## src/core/gpc_params.svh

```systemverilog
// Offsets, reset values and field positions of the two-port pin block
`ifndef GPC_PARAMS_SVH
`define GPC_PARAMS_SVH
`define GPC_ADDR_W       32
`define GPC_P0_MC_ADDR   32'h0ffff440
`define GPC_P0_PU_ADDR   32'h0ffffc40
`define GPC_P1_PU_ADDR   32'h0ffffc42
`define GPC_P0_DAT_ADDR  32'hfffff400
`define GPC_P1_DAT_ADDR  32'hfffff402
`define GPC_P0_DIR_ADDR  32'hfffff420
`define GPC_P1_DIR_ADDR  32'hfffff422
`define GPC_P1_MC_ADDR   32'hfffff442
`define GPC_P1_FS_ADDR   32'hfffff462
`define GPC_P1_FSE_ADDR  32'hfffff702
`define GPC_DIR_RST      8'hff
`define GPC_MC_RST       8'h00
`define GPC_PU_RST       8'h00
`define GPC_FS_RST       8'h00
`define GPC_LATCH_RST    8'h00
`define GPC_FSE_MASK     8'h07
`define GPC_MISSING_BIT  1
`define GPC_FILT_LEN     3
`endif

```

## src/core/gpc_pkg.sv

```systemverilog
// Types shared by the two-port pin block
package gpc_pkg;
  typedef struct packed
  {
    logic [7:0] out;
    logic [7:0] oe;
    logic [7:0] pu;
  } gpc_pad_t;

  typedef struct packed
  {
    logic [31:0] addr;
    logic [7:0]  wdata;
    logic        wr;
    logic        rd;
  } gpc_bus_t;

  typedef enum logic [1:0]
  {
    GPC_SEL_INV_OUT = 2'b00,
    GPC_SEL_CAPTURE = 2'b01,
    GPC_SEL_T2_OUT  = 2'b10,
    GPC_SEL_BAD     = 2'b11
  } gpc_sel_t;
endpackage

```

## src/core/gpc_sync.sv

```systemverilog
// Three-stage synchroniser with agreement filter for pin inputs
`timescale 1ns/1ps
module gpc_sync
(
  input  wire logic       core_clk_i,
  input  wire logic       nrst_i,
  input  wire logic [7:0] async_i,
  output logic      [7:0] clean_o
);
  logic [7:0] s1;
  logic [7:0] s2;
  logic [7:0] s3;

  // ==============================
  // Capture chain
  always_ff @(posedge core_clk_i or negedge nrst_i)
  begin
    if (!nrst_i)
    begin
      s1 <= 8'h00;
      s2 <= 8'h00;
      s3 <= 8'h00;
    end
    else
    begin
      s1 <= async_i;
      s2 <= s1;
      s3 <= s2;
    end
  end

  // ==============================
  // Take change once stages two and three agree
  always_ff @(posedge core_clk_i or negedge nrst_i)
  begin
    if (!nrst_i)
      clean_o <= 8'h00;
    else
      clean_o <= (s2 & s3) | (clean_o & (s2 | s3));
  end
endmodule

```

## src/core/gpc_filter.sv

```systemverilog
// Noise elimination: level must hold for a run of samples
`timescale 1ns/1ps
`include "gpc_params.svh"
module gpc_filter
(
  input  wire logic       core_clk_i,
  input  wire logic       nrst_i,
  input  wire logic [7:0] in_i,
  output logic      [7:0] filt_o
);
  genvar g;

  // ==============================
  // One run-length filter per pin
  generate
    for (g = 0; g < 8; g++)
    begin : g_bit
      logic [1:0] cnt;
      always_ff @(posedge core_clk_i or negedge nrst_i)
      begin
        if (!nrst_i)
        begin
          cnt       <= 2'd0;
          filt_o[g] <= 1'b0;
        end
        else if (in_i[g] == filt_o[g])
          cnt <= 2'd0;
        else if (cnt == 2'(`GPC_FILT_LEN - 1))
        begin
          cnt       <= 2'd0;
          filt_o[g] <= in_i[g];
        end
        else
          cnt <= cnt + 2'd1;
      end
    end
  endgenerate
endmodule

```

## src/core/gpc_port01.sv

```systemverilog
// Port 0 and port 1 pin control with register file and alternate paths
`timescale 1ns/1ps
`include "gpc_params.svh"
module gpc_port01
  import gpc_pkg::*;
#(
  parameter bit HAS_P0_PIN1 = 1'b1
)
(
  input  wire logic              core_clk_i,
  input  wire logic              nrst_i,
  input  wire gpc_pkg::gpc_bus_t bus_i,
  output logic            [7:0]  rdata_o,
  input  wire logic       [7:0]  p0_pin_i,
  input  wire logic       [7:0]  p1_pin_i,
  output gpc_pkg::gpc_pad_t      p0_pad_o,
  output gpc_pkg::gpc_pad_t      p1_pad_o,
  input  wire logic       [7:0]  p1_inv_out_i,
  input  wire logic       [2:0]  p1_t2_out_i,
  input  wire logic              hiz_req_i,
  input  wire logic              clk_stop_i,
  output logic            [7:0]  external_interrupt_input_o,
  output logic            [3:0]  shutoff_in_o,
  output logic            [1:0]  adc_trigger_in_o,
  output logic            [7:0]  p1_capture_in_o
);
  import gpc_pkg::*;

  logic [7:0] p0_latch;
  logic [7:0] p1_latch;
  logic [7:0] p0_dir;
  logic [7:0] p1_dir;
  logic [7:0] p0_mc;
  logic [7:0] p1_mc;
  logic [7:0] p0_pu;
  logic [7:0] p1_pu;
  logic [7:0] p1_fs;
  logic [7:0] p1_fse;
  logic [7:0] p0_sync;
  logic [7:0] p1_sync;
  logic [7:0] p0_filt;
  logic [7:0] p1_alt_oe;
  logic [7:0] p1_alt_out;
  logic [7:0] p1_alt_in;
  logic [7:0] next_rdata;
  logic       undef_bit;

  // ==============================
  // Address decode helper
  function automatic logic hit(input logic [31:0] a, input logic [31:0] ref_a);
    hit = (a == ref_a);
  endfunction

  // ==============================
  // Pin input conditioning
  gpc_sync u_sync0
  (
    .core_clk_i (core_clk_i),
    .nrst_i     (nrst_i),
    .async_i    (p0_pin_i),
    .clean_o    (p0_sync)
  );

  gpc_sync u_sync1
  (
    .core_clk_i (core_clk_i),
    .nrst_i     (nrst_i),
    .async_i    (p1_pin_i),
    .clean_o    (p1_sync)
  );

  gpc_filter u_filt0
  (
    .core_clk_i (core_clk_i),
    .nrst_i     (nrst_i),
    .in_i       (p0_sync),
    .filt_o     (p0_filt)
  );

  // ==============================
  // Output latches
  always_ff @(posedge core_clk_i or negedge nrst_i)
  begin
    if (!nrst_i)
    begin
      p0_latch <= `GPC_LATCH_RST;
      p1_latch <= `GPC_LATCH_RST;
    end
    else if (bus_i.wr)
    begin
      if (hit(bus_i.addr, `GPC_P0_DAT_ADDR))
        p0_latch <= bus_i.wdata;
      if (hit(bus_i.addr, `GPC_P1_DAT_ADDR))
        p1_latch <= bus_i.wdata;
    end
  end

  // ==============================
  // Direction registers
  always_ff @(posedge core_clk_i or negedge nrst_i)
  begin
    if (!nrst_i)
    begin
      p0_dir <= `GPC_DIR_RST;
      p1_dir <= `GPC_DIR_RST;
    end
    else if (bus_i.wr)
    begin
      if (hit(bus_i.addr, `GPC_P0_DIR_ADDR))
        p0_dir <= bus_i.wdata;
      if (hit(bus_i.addr, `GPC_P1_DIR_ADDR))
        p1_dir <= bus_i.wdata;
    end
  end

  // ==============================
  // Mode control registers
  always_ff @(posedge core_clk_i or negedge nrst_i)
  begin
    if (!nrst_i)
    begin
      p0_mc <= `GPC_MC_RST;
      p1_mc <= `GPC_MC_RST;
    end
    else if (bus_i.wr)
    begin
      if (hit(bus_i.addr, `GPC_P0_MC_ADDR))
        p0_mc <= bus_i.wdata;
      if (hit(bus_i.addr, `GPC_P1_MC_ADDR))
        p1_mc <= bus_i.wdata;
    end
  end

  // ==============================
  // Pull-up registers
  always_ff @(posedge core_clk_i or negedge nrst_i)
  begin
    if (!nrst_i)
    begin
      p0_pu <= `GPC_PU_RST;
      p1_pu <= `GPC_PU_RST;
    end
    else if (bus_i.wr)
    begin
      if (hit(bus_i.addr, `GPC_P0_PU_ADDR))
        p0_pu <= bus_i.wdata;
      if (hit(bus_i.addr, `GPC_P1_PU_ADDR))
        p1_pu <= bus_i.wdata;
    end
  end

  // ==============================
  // Function select registers
  always_ff @(posedge core_clk_i or negedge nrst_i)
  begin
    if (!nrst_i)
    begin
      p1_fs  <= `GPC_FS_RST;
      p1_fse <= `GPC_FS_RST;
    end
    else if (bus_i.wr)
    begin
      if (hit(bus_i.addr, `GPC_P1_FS_ADDR))
        p1_fs <= bus_i.wdata;
      if (hit(bus_i.addr, `GPC_P1_FSE_ADDR))
        p1_fse <= bus_i.wdata & `GPC_FSE_MASK;
    end
  end

  // ==============================
  // Free-running bit for the absent pin
  always_ff @(posedge core_clk_i or negedge nrst_i)
  begin
    if (!nrst_i)
      undef_bit <= 1'b0;
    else
      undef_bit <= ~undef_bit;
  end

  // ==============================
  // Read data mux
  always_comb
  begin
    next_rdata = 8'h00;
    if (hit(bus_i.addr, `GPC_P0_DAT_ADDR))
    begin
      next_rdata = (p0_dir & p0_sync) | (~p0_dir & p0_latch);
      if (!HAS_P0_PIN1)
        next_rdata[`GPC_MISSING_BIT] = undef_bit;
    end
    else if (hit(bus_i.addr, `GPC_P1_DAT_ADDR))
      next_rdata = (p1_dir & p1_sync) | (~p1_dir & p1_latch);
    else if (hit(bus_i.addr, `GPC_P0_DIR_ADDR))
      next_rdata = p0_dir;
    else if (hit(bus_i.addr, `GPC_P1_DIR_ADDR))
      next_rdata = p1_dir;
    else if (hit(bus_i.addr, `GPC_P0_MC_ADDR))
      next_rdata = p0_mc;
    else if (hit(bus_i.addr, `GPC_P1_MC_ADDR))
      next_rdata = p1_mc;
    else if (hit(bus_i.addr, `GPC_P0_PU_ADDR))
      next_rdata = p0_pu;
    else if (hit(bus_i.addr, `GPC_P1_PU_ADDR))
      next_rdata = p1_pu;
    else if (hit(bus_i.addr, `GPC_P1_FS_ADDR))
      next_rdata = p1_fs;
    else if (hit(bus_i.addr, `GPC_P1_FSE_ADDR))
      next_rdata = p1_fse;
  end

  always_ff @(posedge core_clk_i or negedge nrst_i)
  begin
    if (!nrst_i)
      rdata_o <= 8'h00;
    else if (bus_i.rd)
      rdata_o <= next_rdata;
    else
      rdata_o <= 8'h00;
  end

  // ==============================
  // Port 1 alternate function select
  always_comb
  begin
    p1_alt_oe  = 8'h00;
    p1_alt_out = 8'h00;
    p1_alt_in  = 8'h00;
    for (int i = 0; i < 8; i++)
    begin
      if (i < 3)
      begin
        case (gpc_sel_t'({p1_fse[i], p1_fs[i]}))
          GPC_SEL_INV_OUT:
          begin
            p1_alt_oe[i]  = 1'b1;
            p1_alt_out[i] = p1_inv_out_i[i];
          end
          GPC_SEL_T2_OUT:
          begin
            p1_alt_oe[i]  = 1'b1;
            p1_alt_out[i] = p1_t2_out_i[i];
          end
          GPC_SEL_CAPTURE:
          begin
            p1_alt_oe[i]  = 1'b0;
            p1_alt_out[i] = 1'b0;
            p1_alt_in[i]  = 1'b1;
          end
          default:
          begin
            p1_alt_oe[i]  = 1'b0;
            p1_alt_out[i] = 1'b0;
          end
        endcase
      end
      else
      begin
        p1_alt_oe[i]  = ~p1_fs[i];
        p1_alt_out[i] = p1_inv_out_i[i];
        p1_alt_in[i]  = p1_fs[i];
      end
      // Motor outputs released on shutoff, pin 6 excluded
      if (i != 6 && (hiz_req_i || clk_stop_i))
        p1_alt_oe[i] = 1'b0;
    end
  end

  // ==============================
  // Pad drive
  always_ff @(posedge core_clk_i or negedge nrst_i)
  begin
    if (!nrst_i)
    begin
      p0_pad_o <= '0;
      p1_pad_o <= '0;
    end
    else
    begin
      p0_pad_o.out <= p0_latch;
      p0_pad_o.oe  <= ~p0_mc & ~p0_dir;
      p0_pad_o.pu  <= p0_pu & (p0_dir | p0_mc);
      p1_pad_o.out <= (p1_mc & p1_alt_out) | (~p1_mc & p1_latch);
      p1_pad_o.oe  <= (p1_mc & p1_alt_oe) | (~p1_mc & ~p1_dir);
      p1_pad_o.pu  <= p1_pu & ((~p1_mc & p1_dir) | (p1_mc & ~p1_alt_oe));
    end
  end

  // ==============================
  // Alternate input routing
  always_ff @(posedge core_clk_i or negedge nrst_i)
  begin
    if (!nrst_i)
    begin
      external_interrupt_input_o <= 8'h00;
      shutoff_in_o               <= 4'h0;
      adc_trigger_in_o           <= 2'b00;
      p1_capture_in_o            <= 8'h00;
    end
    else
    begin
      external_interrupt_input_o <= p0_mc & p0_filt;
      shutoff_in_o               <= p0_mc[3:0] & p0_filt[3:0];
      adc_trigger_in_o           <= p0_mc[5:4] & p0_filt[5:4];
      p1_capture_in_o            <= p1_mc & p1_alt_in & p1_sync;
    end
  end

  // ==============================
  // Checks
  AST_DIR_RESET: assert property (@(posedge core_clk_i)
    $rose(nrst_i) |-> p0_pad_o.oe == 8'h00) else $error("pins not input after reset");

  AST_P0_OUT: assert property (@(posedge core_clk_i) disable iff (!nrst_i)
    ##1 (p0_pad_o.out == $past(p0_latch))) else $error("p0 pin level wrong");

  AST_PORT_OE: assert property (@(posedge core_clk_i) disable iff (!nrst_i)
    ##1 (p0_pad_o.oe == $past(~p0_mc & ~p0_dir))) else $error("p0 drive wrong");

  AST_PU_NOT_OUT: assert property (@(posedge core_clk_i) disable iff (!nrst_i)
    (p0_pad_o.pu & p0_pad_o.oe) == 8'h00) else $error("pull-up on output");

  AST_SHUTOFF: assert property (@(posedge core_clk_i) disable iff (!nrst_i)
    (hiz_req_i || clk_stop_i) |=> (p1_pad_o.oe & $past(p1_mc) & 8'hbf) == 8'h00)
    else $error("motor output not released");

  AST_READ_LATCH: assert property (@(posedge core_clk_i) disable iff (!nrst_i)
    (bus_i.rd && hit(bus_i.addr, `GPC_P1_DAT_ADDR) && p1_dir == 8'h00)
    |=> rdata_o == $past(p1_latch)) else $error("read of latch wrong");

  AST_MC_RESET: assert property (@(posedge core_clk_i)
    $rose(nrst_i) |-> p1_mc == 8'h00 && p0_mc == 8'h00) else $error("mode bits not clear");

  AST_INT_ROUTE: assert property (@(posedge core_clk_i) disable iff (!nrst_i)
    (p0_mc == 8'h00) |=> external_interrupt_input_o == 8'h00)
    else $error("interrupt routed in port mode");

  AST_SEL_CAP: assert property (@(posedge core_clk_i) disable iff (!nrst_i)
    (p1_mc[0] && !p1_fse[0] && p1_fs[0]) |=> !p1_pad_o.oe[0]) else $error("capture driven");

  AST_FS_HI: assert property (@(posedge core_clk_i) disable iff (!nrst_i)
    (p1_mc[4] && p1_fs[4]) |=> !p1_pad_o.oe[4]) else $error("input function driven");
endmodule

```

## config.mk

```make
export PLATFORM = sky130hd
export DESIGN_NAME = gpc_port01
export DESIGN_NICKNAME = d
export VERILOG_FILES = /design/src/core/gpc_pkg.sv /design/src/core/gpc_sync.sv /design/src/core/gpc_filter.sv /design/src/core/gpc_port01.sv
export VERILOG_INCLUDE_DIRS = /design/src /design/src/core
export SDC_FILE = /design/constraint.sdc
export NUM_CORES = 1
export LEC_CHECK = 0
export BUFFER_PORTS_ARGS = -buffer_cell sky130_fd_sc_hd__buf_2
export CORE_MARGIN = 2
export CORE_UTILIZATION = 30
export DETAILED_ROUTE_END_ITERATION = 7
export GPL_ROUTABILITY_DRIVEN = 0
export PLACE_DENSITY_LB_ADDON = 0.08
export SETUP_SLACK_MARGIN = 0.02
export SYNTH_ARGS = -nofsm -noshare
export SYNTH_HDL_FRONTEND = slang
export SYNTH_SLANG_ARGS = --single-unit
```

## constraint.sdc

```tcl
create_clock -name core_clk_i -period 3.8 [get_ports core_clk_i]
set_input_delay 0.57 -clock core_clk_i [delete_from_list [all_inputs] [get_ports core_clk_i]]
set_output_delay 0.57 -clock core_clk_i [all_outputs]
set_load 0.1 [all_outputs]
```

Yosys cells after proc, flatten, opt, wreduce, memory -nomap -nowiden
Index checks and enable logic that the tools add are counted.
{ "op_classes": {"addsub": 8, "eq_ne": 32, "mux": 43, "n_bitwise": 50, "n_reduce_logical": 25} }
{ "op_table": {"columns": ["op", "n"], "rows": [
  ["$eq A32 B32 Y1 const B", 7],
  ["$and A8 B8 Y8", 20],
  ["$eq A32 B28 Y1 const B", 3],
  ["$mux W8", 10],
  ["$or A8 B8 Y8", 10],
  ["$not A8 Y8", 5],
  ["$reduce_and A2 Y1", 18],
  ["$mux W2", 16],
  ["$eq A2 B2 Y1 const B", 11],
  ["$add A2 B1 Y2 const B", 8],
  ["$mux W1", 13],
  ["$not A1 Y1", 13],
  ["$eq A1 B1 Y1", 8],
  ["$eq A2 B1 Y1 const B", 3],
  ["$logic_not A2 Y1", 3],
  ["$pmux W1 S2", 3],
  ["$reduce_or A2 Y1", 3],
  ["$and A4 B4 Y4", 1],
  ["$mux W3", 1],
  ["$and A2 B2 Y2", 1],
  ["$logic_or A1 B1 Y1", 1]
]} }
{ "word_totals": {"regBits": 241, "input_bits": 73, "out_inout_bits": 78, "elab_cells": 203} }

Logic depth before layout (Yosys ltp)
{ "logic_depth": {"word_depth": 12, "depth_mapped": 9, "depth_no_buf": 7} }

By module
A second synthesis with hierarchy kept.
{ "unflattened": {"hier_cells": 666, "hier_area_um2": 9412.8} }
{ "by_module_without_submodules": {"columns": ["mod", "instances", "cells_per_inst", "area_per_inst_um2"], "rows": [
  ["gpc_port01", 1, 522, 6630.1],
  ["gpc_sync", 2, 40, 890.9],
  ["gpc_filter", 1, 64, 1001.0]
]} }

Worst setup path before layout
No wires, ideal clock.
{ "synth_timing": {"path_type": "input to register", "start": "in bus_i[13] (netlist bit)", "end": "reg p0_latch[0]", "setup_ns": 0.125, "arrival_ns": 2.228, "setup_slack_ns": 1.447, "cell_stages": 7, "cell_sequence": "nor3_4 -> nand2_1 -> or3_1 -> buf_2 -> or4_4 -> buf_6 -> mux2_4"} }
{ "synth_between": {"elab_chain_len": 2} }
{ "synth_lines": {"columns": ["element", "line", "text"], "rows": [
  ["from (decl)", "gpc_port01.sv:12", "input wire gpc_pkg::gpc_bus_t bus_i,"],
  ["$eq A32 B32 Y1", "gpc_port01.sv:51", "hit = (a == ref_a);"],
  ["$reduce_and A2 Y1 (no line)", null, null],
  ["to (signal assigned)", "gpc_port01.sv:86", "p0_latch <= `GPC_LATCH_RST;"],
  ["to (signal assigned)", "gpc_port01.sv:92", "p0_latch <= bus_i.wdata;"],
  ["to (decl)", "gpc_port01.sv:29", "logic [7:0] p0_latch;"]
]} }
No other way between the ends.
A chain may end at the register's enable or synchronous reset.

Worst setup path after layout
{ "layout_timing": {"start": "in bus_i[16] (netlist bit)", "end": "reg p0_mc[7]"} }
{ "layout_between": {"elab_chain_len": 2} }
{ "layout_lines": {"columns": ["element", "line", "text"], "rows": [
  ["$eq A32 B28 Y1", "gpc_port01.sv:51", null],
  ["$reduce_and A2 Y1 (no line)", null, null],
  ["to (signal assigned)", "gpc_port01.sv:122", "p0_mc <= `GPC_MC_RST;"],
  ["to (signal assigned)", "gpc_port01.sv:128", "p0_mc <= bus_i.wdata;"],
  ["to (decl)", "gpc_port01.sv:33", "logic [7:0] p0_mc;"]
]} }
No other way between the ends.

==> run summary <==
CP Launch Type = primary input
CP max stage delay = 630 ps
Vias in the first global route = 6114
Reg2reg start = p1_pu[6]
Worst-skew pair later-pin latency = 520 ps
Initial antenna violation count = 1
Design area = 11300 um^2
Placed cell area = 10300 um^2
R2r setup slk = 2260 ps
Slowest stage cell, crit path = or4_1
DP HPWL = 17300 um
Chip height = 179 um
Share of the synthesized area in the top cell type = 59.8%
Ys Warns = 0
Top FF cell, synth = dfrtp_1
Syn nets = 718
Buffers and inverters on the worst path = 2
CTS Sinks = 235
I/O Buffers = 150
Share of post-route cells with drive strength above 1 = 38.2%
Syn avg cell area = 14.2 um^2
Post-CTS setup buffers = 0
Layer with the highest usage = met2
Delay-heaviest family, CP = simple AND/OR/NAND/NOR gates
Cell Chain, Critical Path = buf_2 > nor4b_2 > nand2_1 > buf_4 > nor2_1 > nand2_1 > or4_1 > mux2_1
Met3 usage = 2.88%
Total CTS buffers = 26
Worst vdd ir = 0.289 mV
Final Skew = 13.1 ps
Fmax = 403 MHz
Die Wd = 179 um
Max-capacitance violation count = 0
Setup_tns = 0 ps
Slew Limit Fails = 0
Wirelength, routed = 23600 um
Post-synth EDFFs = 0
Routed len/inst = 19.3 um
Static leakage = 5.21 nW
Placed cell count = 1173
Setup crit end kind = flip-flop
Synth-to-Final Area Change = 22.9%
CTS clk-pin slew, worst paths = 60 ps
Grt ovf = 0
Non-Filler Instances = 1220
Nets = 878
Worst Setup Path Type = in -> reg
Htree depth = 1
Vias per cell = 4.85
DR vias = 5921
Cell area power density = 517 nW/um^2
GR Util met2 = 23.9%
Clock buffer depth = 3
Top post-synthesis cells by area = dfrtp_1 (60%), mux2_2 (8.8%), dfstp_2 (4.6%), mux2_4 (2.6%), maj3_1 (1.7%)
Tcrit/Tclk final = 65.3%
First-pass GRT wire length = 35800 um
Synth cell types = 63
Ys async rst share = 100%
Required @ worst endpoint = 4200 ps
Die area = 32000 um^2
Cell mode on critical path = nand2_1
1st-iter DRT viols = 414
Cell Area, Synth = 9170 um^2
CTS tree = yes
Post-cts sizing count = 0
WP depth = 8
DRT Pass-1 Iters = 6
Mapped Cells = 645
Drt drc = 0
Status = finished, final reports clean
Number of routed nets with antenna violations = 0
Io pins = 151
Hold Path Class = in -> async
Final min period = 2480 ps
Root Buffer Master = clkbuf_16
Slew @ Worst Pin = 945 ps
Sequential element share of the synthesized area = 64.4%
Largest net degree at the start of global routing = 121
Rows = 64
Initial core utilization = 30.2%
RR Endpoint = rdata_o[6]
Final setup vio count = 0
Crit path max fanout = 13
Max_slew headroom = 37.0%
Top cell type by total area after synthesis = dfrtp_1
Worst Reg-to-Reg Cells = 5
Antenna diodes = 0
RSZ-0062 raised after global routing = no
Cts hold-fix bufs = 0
Final hold vios = 0
All-Layer GR Usage = 14.8%
Met1 Use GR = 20.1%
Core Box Area = 30300 um^2
Fillers = 2911
WP data arrival = 2880 ps
Flops & latches, synth = 235
Top flop regs = p0_pad_o: 24 flops, p1_pad_o: 24 flops, u_filt0.g_bit.cnt: 16 flops
Final hold slack = 99.8 ps
==> layout by cell type (no fill, tap or decap), types with 15 or more instances in the layout <==
cell,netlist,routed
buf_2,6,149
clkbuf_16,0,27
dfrtp_1,219,219
dfstp_2,16,16
maj3_1,16,16
mux2_2,72,72
mux2_4,16,16
mux2i_1,15,15
nand2_1,20,20
nand3_1,15,15
nor2_1,27,27
nor2b_1,17,17
nor3_1,15,15
==> worst max-delay path by stage <==
stage,startpoint,to
final,bus_i[16],p0_mc[7]
after global routing,bus_i[16],p0_mc[6]
after CTS,bus_i[24],rdata_o[6]
after detailed placement,bus_i[24],rdata_o[6]
after global placement,bus_i[39],rdata_o[6]
after floorplan,bus_i[13],p0_latch[0]
==> area by class of cell <==
class | count | area [um^2] | area share, %
Sequential cell | 235 | 5900 | 52.4
Multi-Input combinational cell | 378 | 3100 | 27.5
Timing Repair Buffer | 157 | 826 | 7.33
Clock buffer | 39 | 761 | 6.75
Tap cell | 396 | 495 | 4.40
Clock inverter | 8 | 165 | 1.47
Inverter | 7 | 26.3 | 0.233
==> cell usage after synthesis (all sizes together) (3+ instances only) <==
library cell and n:
xnor2 8, nand2 20, o32ai 3, o21ai 14, a22oi 5, nor2 27
nor3 17, and3 8, dfrtp 219, nand2b 14, o32a 4, or3 3
o221ai 5, or2 5, a21oi 7, and2 9, a211oi 5, clkbuf 7
o21a 3, or4 3, o22ai 10, nand3 16, maj3 16, nor2b 17
and4 5, nor3b 10, mux2i 15, nand4 4, and4b 4, a222oi 3
mux2 96, dfstp 16, nor4 3, buf 18, inv 7
==> through the flow <==
stage          setup WS (ps)  utilization, %  total power, mW
3_3_place_gp             760            34.1             3.16
4_1_cts                 1290            37.1             5.93
3_5_place_dp             727            34.1             3.20
5_1_grt                 1160            37.1             6.10
2_1_floorplan           1450               -             3.01
6_report                1320            37.1             5.82
==> cell families (layout without fill, tap and decap cells) <==
kind of cell | count (synthesis) | after routing | synth area share (%)
flops | 235 | 235 | 64.4
mux | 111 | 111 | 14.1
xor+xnor | 8 | 8 | 0.764
compound gates | 75 | 75 | 6.13
buf+inv | 32 | 211 | 1.88
fa+ha+maj | 16 | 16 | 1.75
simple gates | 168 | 168 | 11.0
==> power by group <==
group          leakage, nW  internal [mW]  total [mW]  switching [mW]
combinational         1.80          0.184       0.361           0.177
clock                0.453           1.71        2.68           0.968
sequential            2.96           2.66        2.78           0.116
==> routing by layer <==
layer  vias to the layer above  wire length [um]
met5                         -                 7
met4                         2               718
met3                        54              1520
met2                       224             11100
met1                      2983             10200
li1                       2658                 -
No activity file was read; power rests on OpenSTA's default activity.
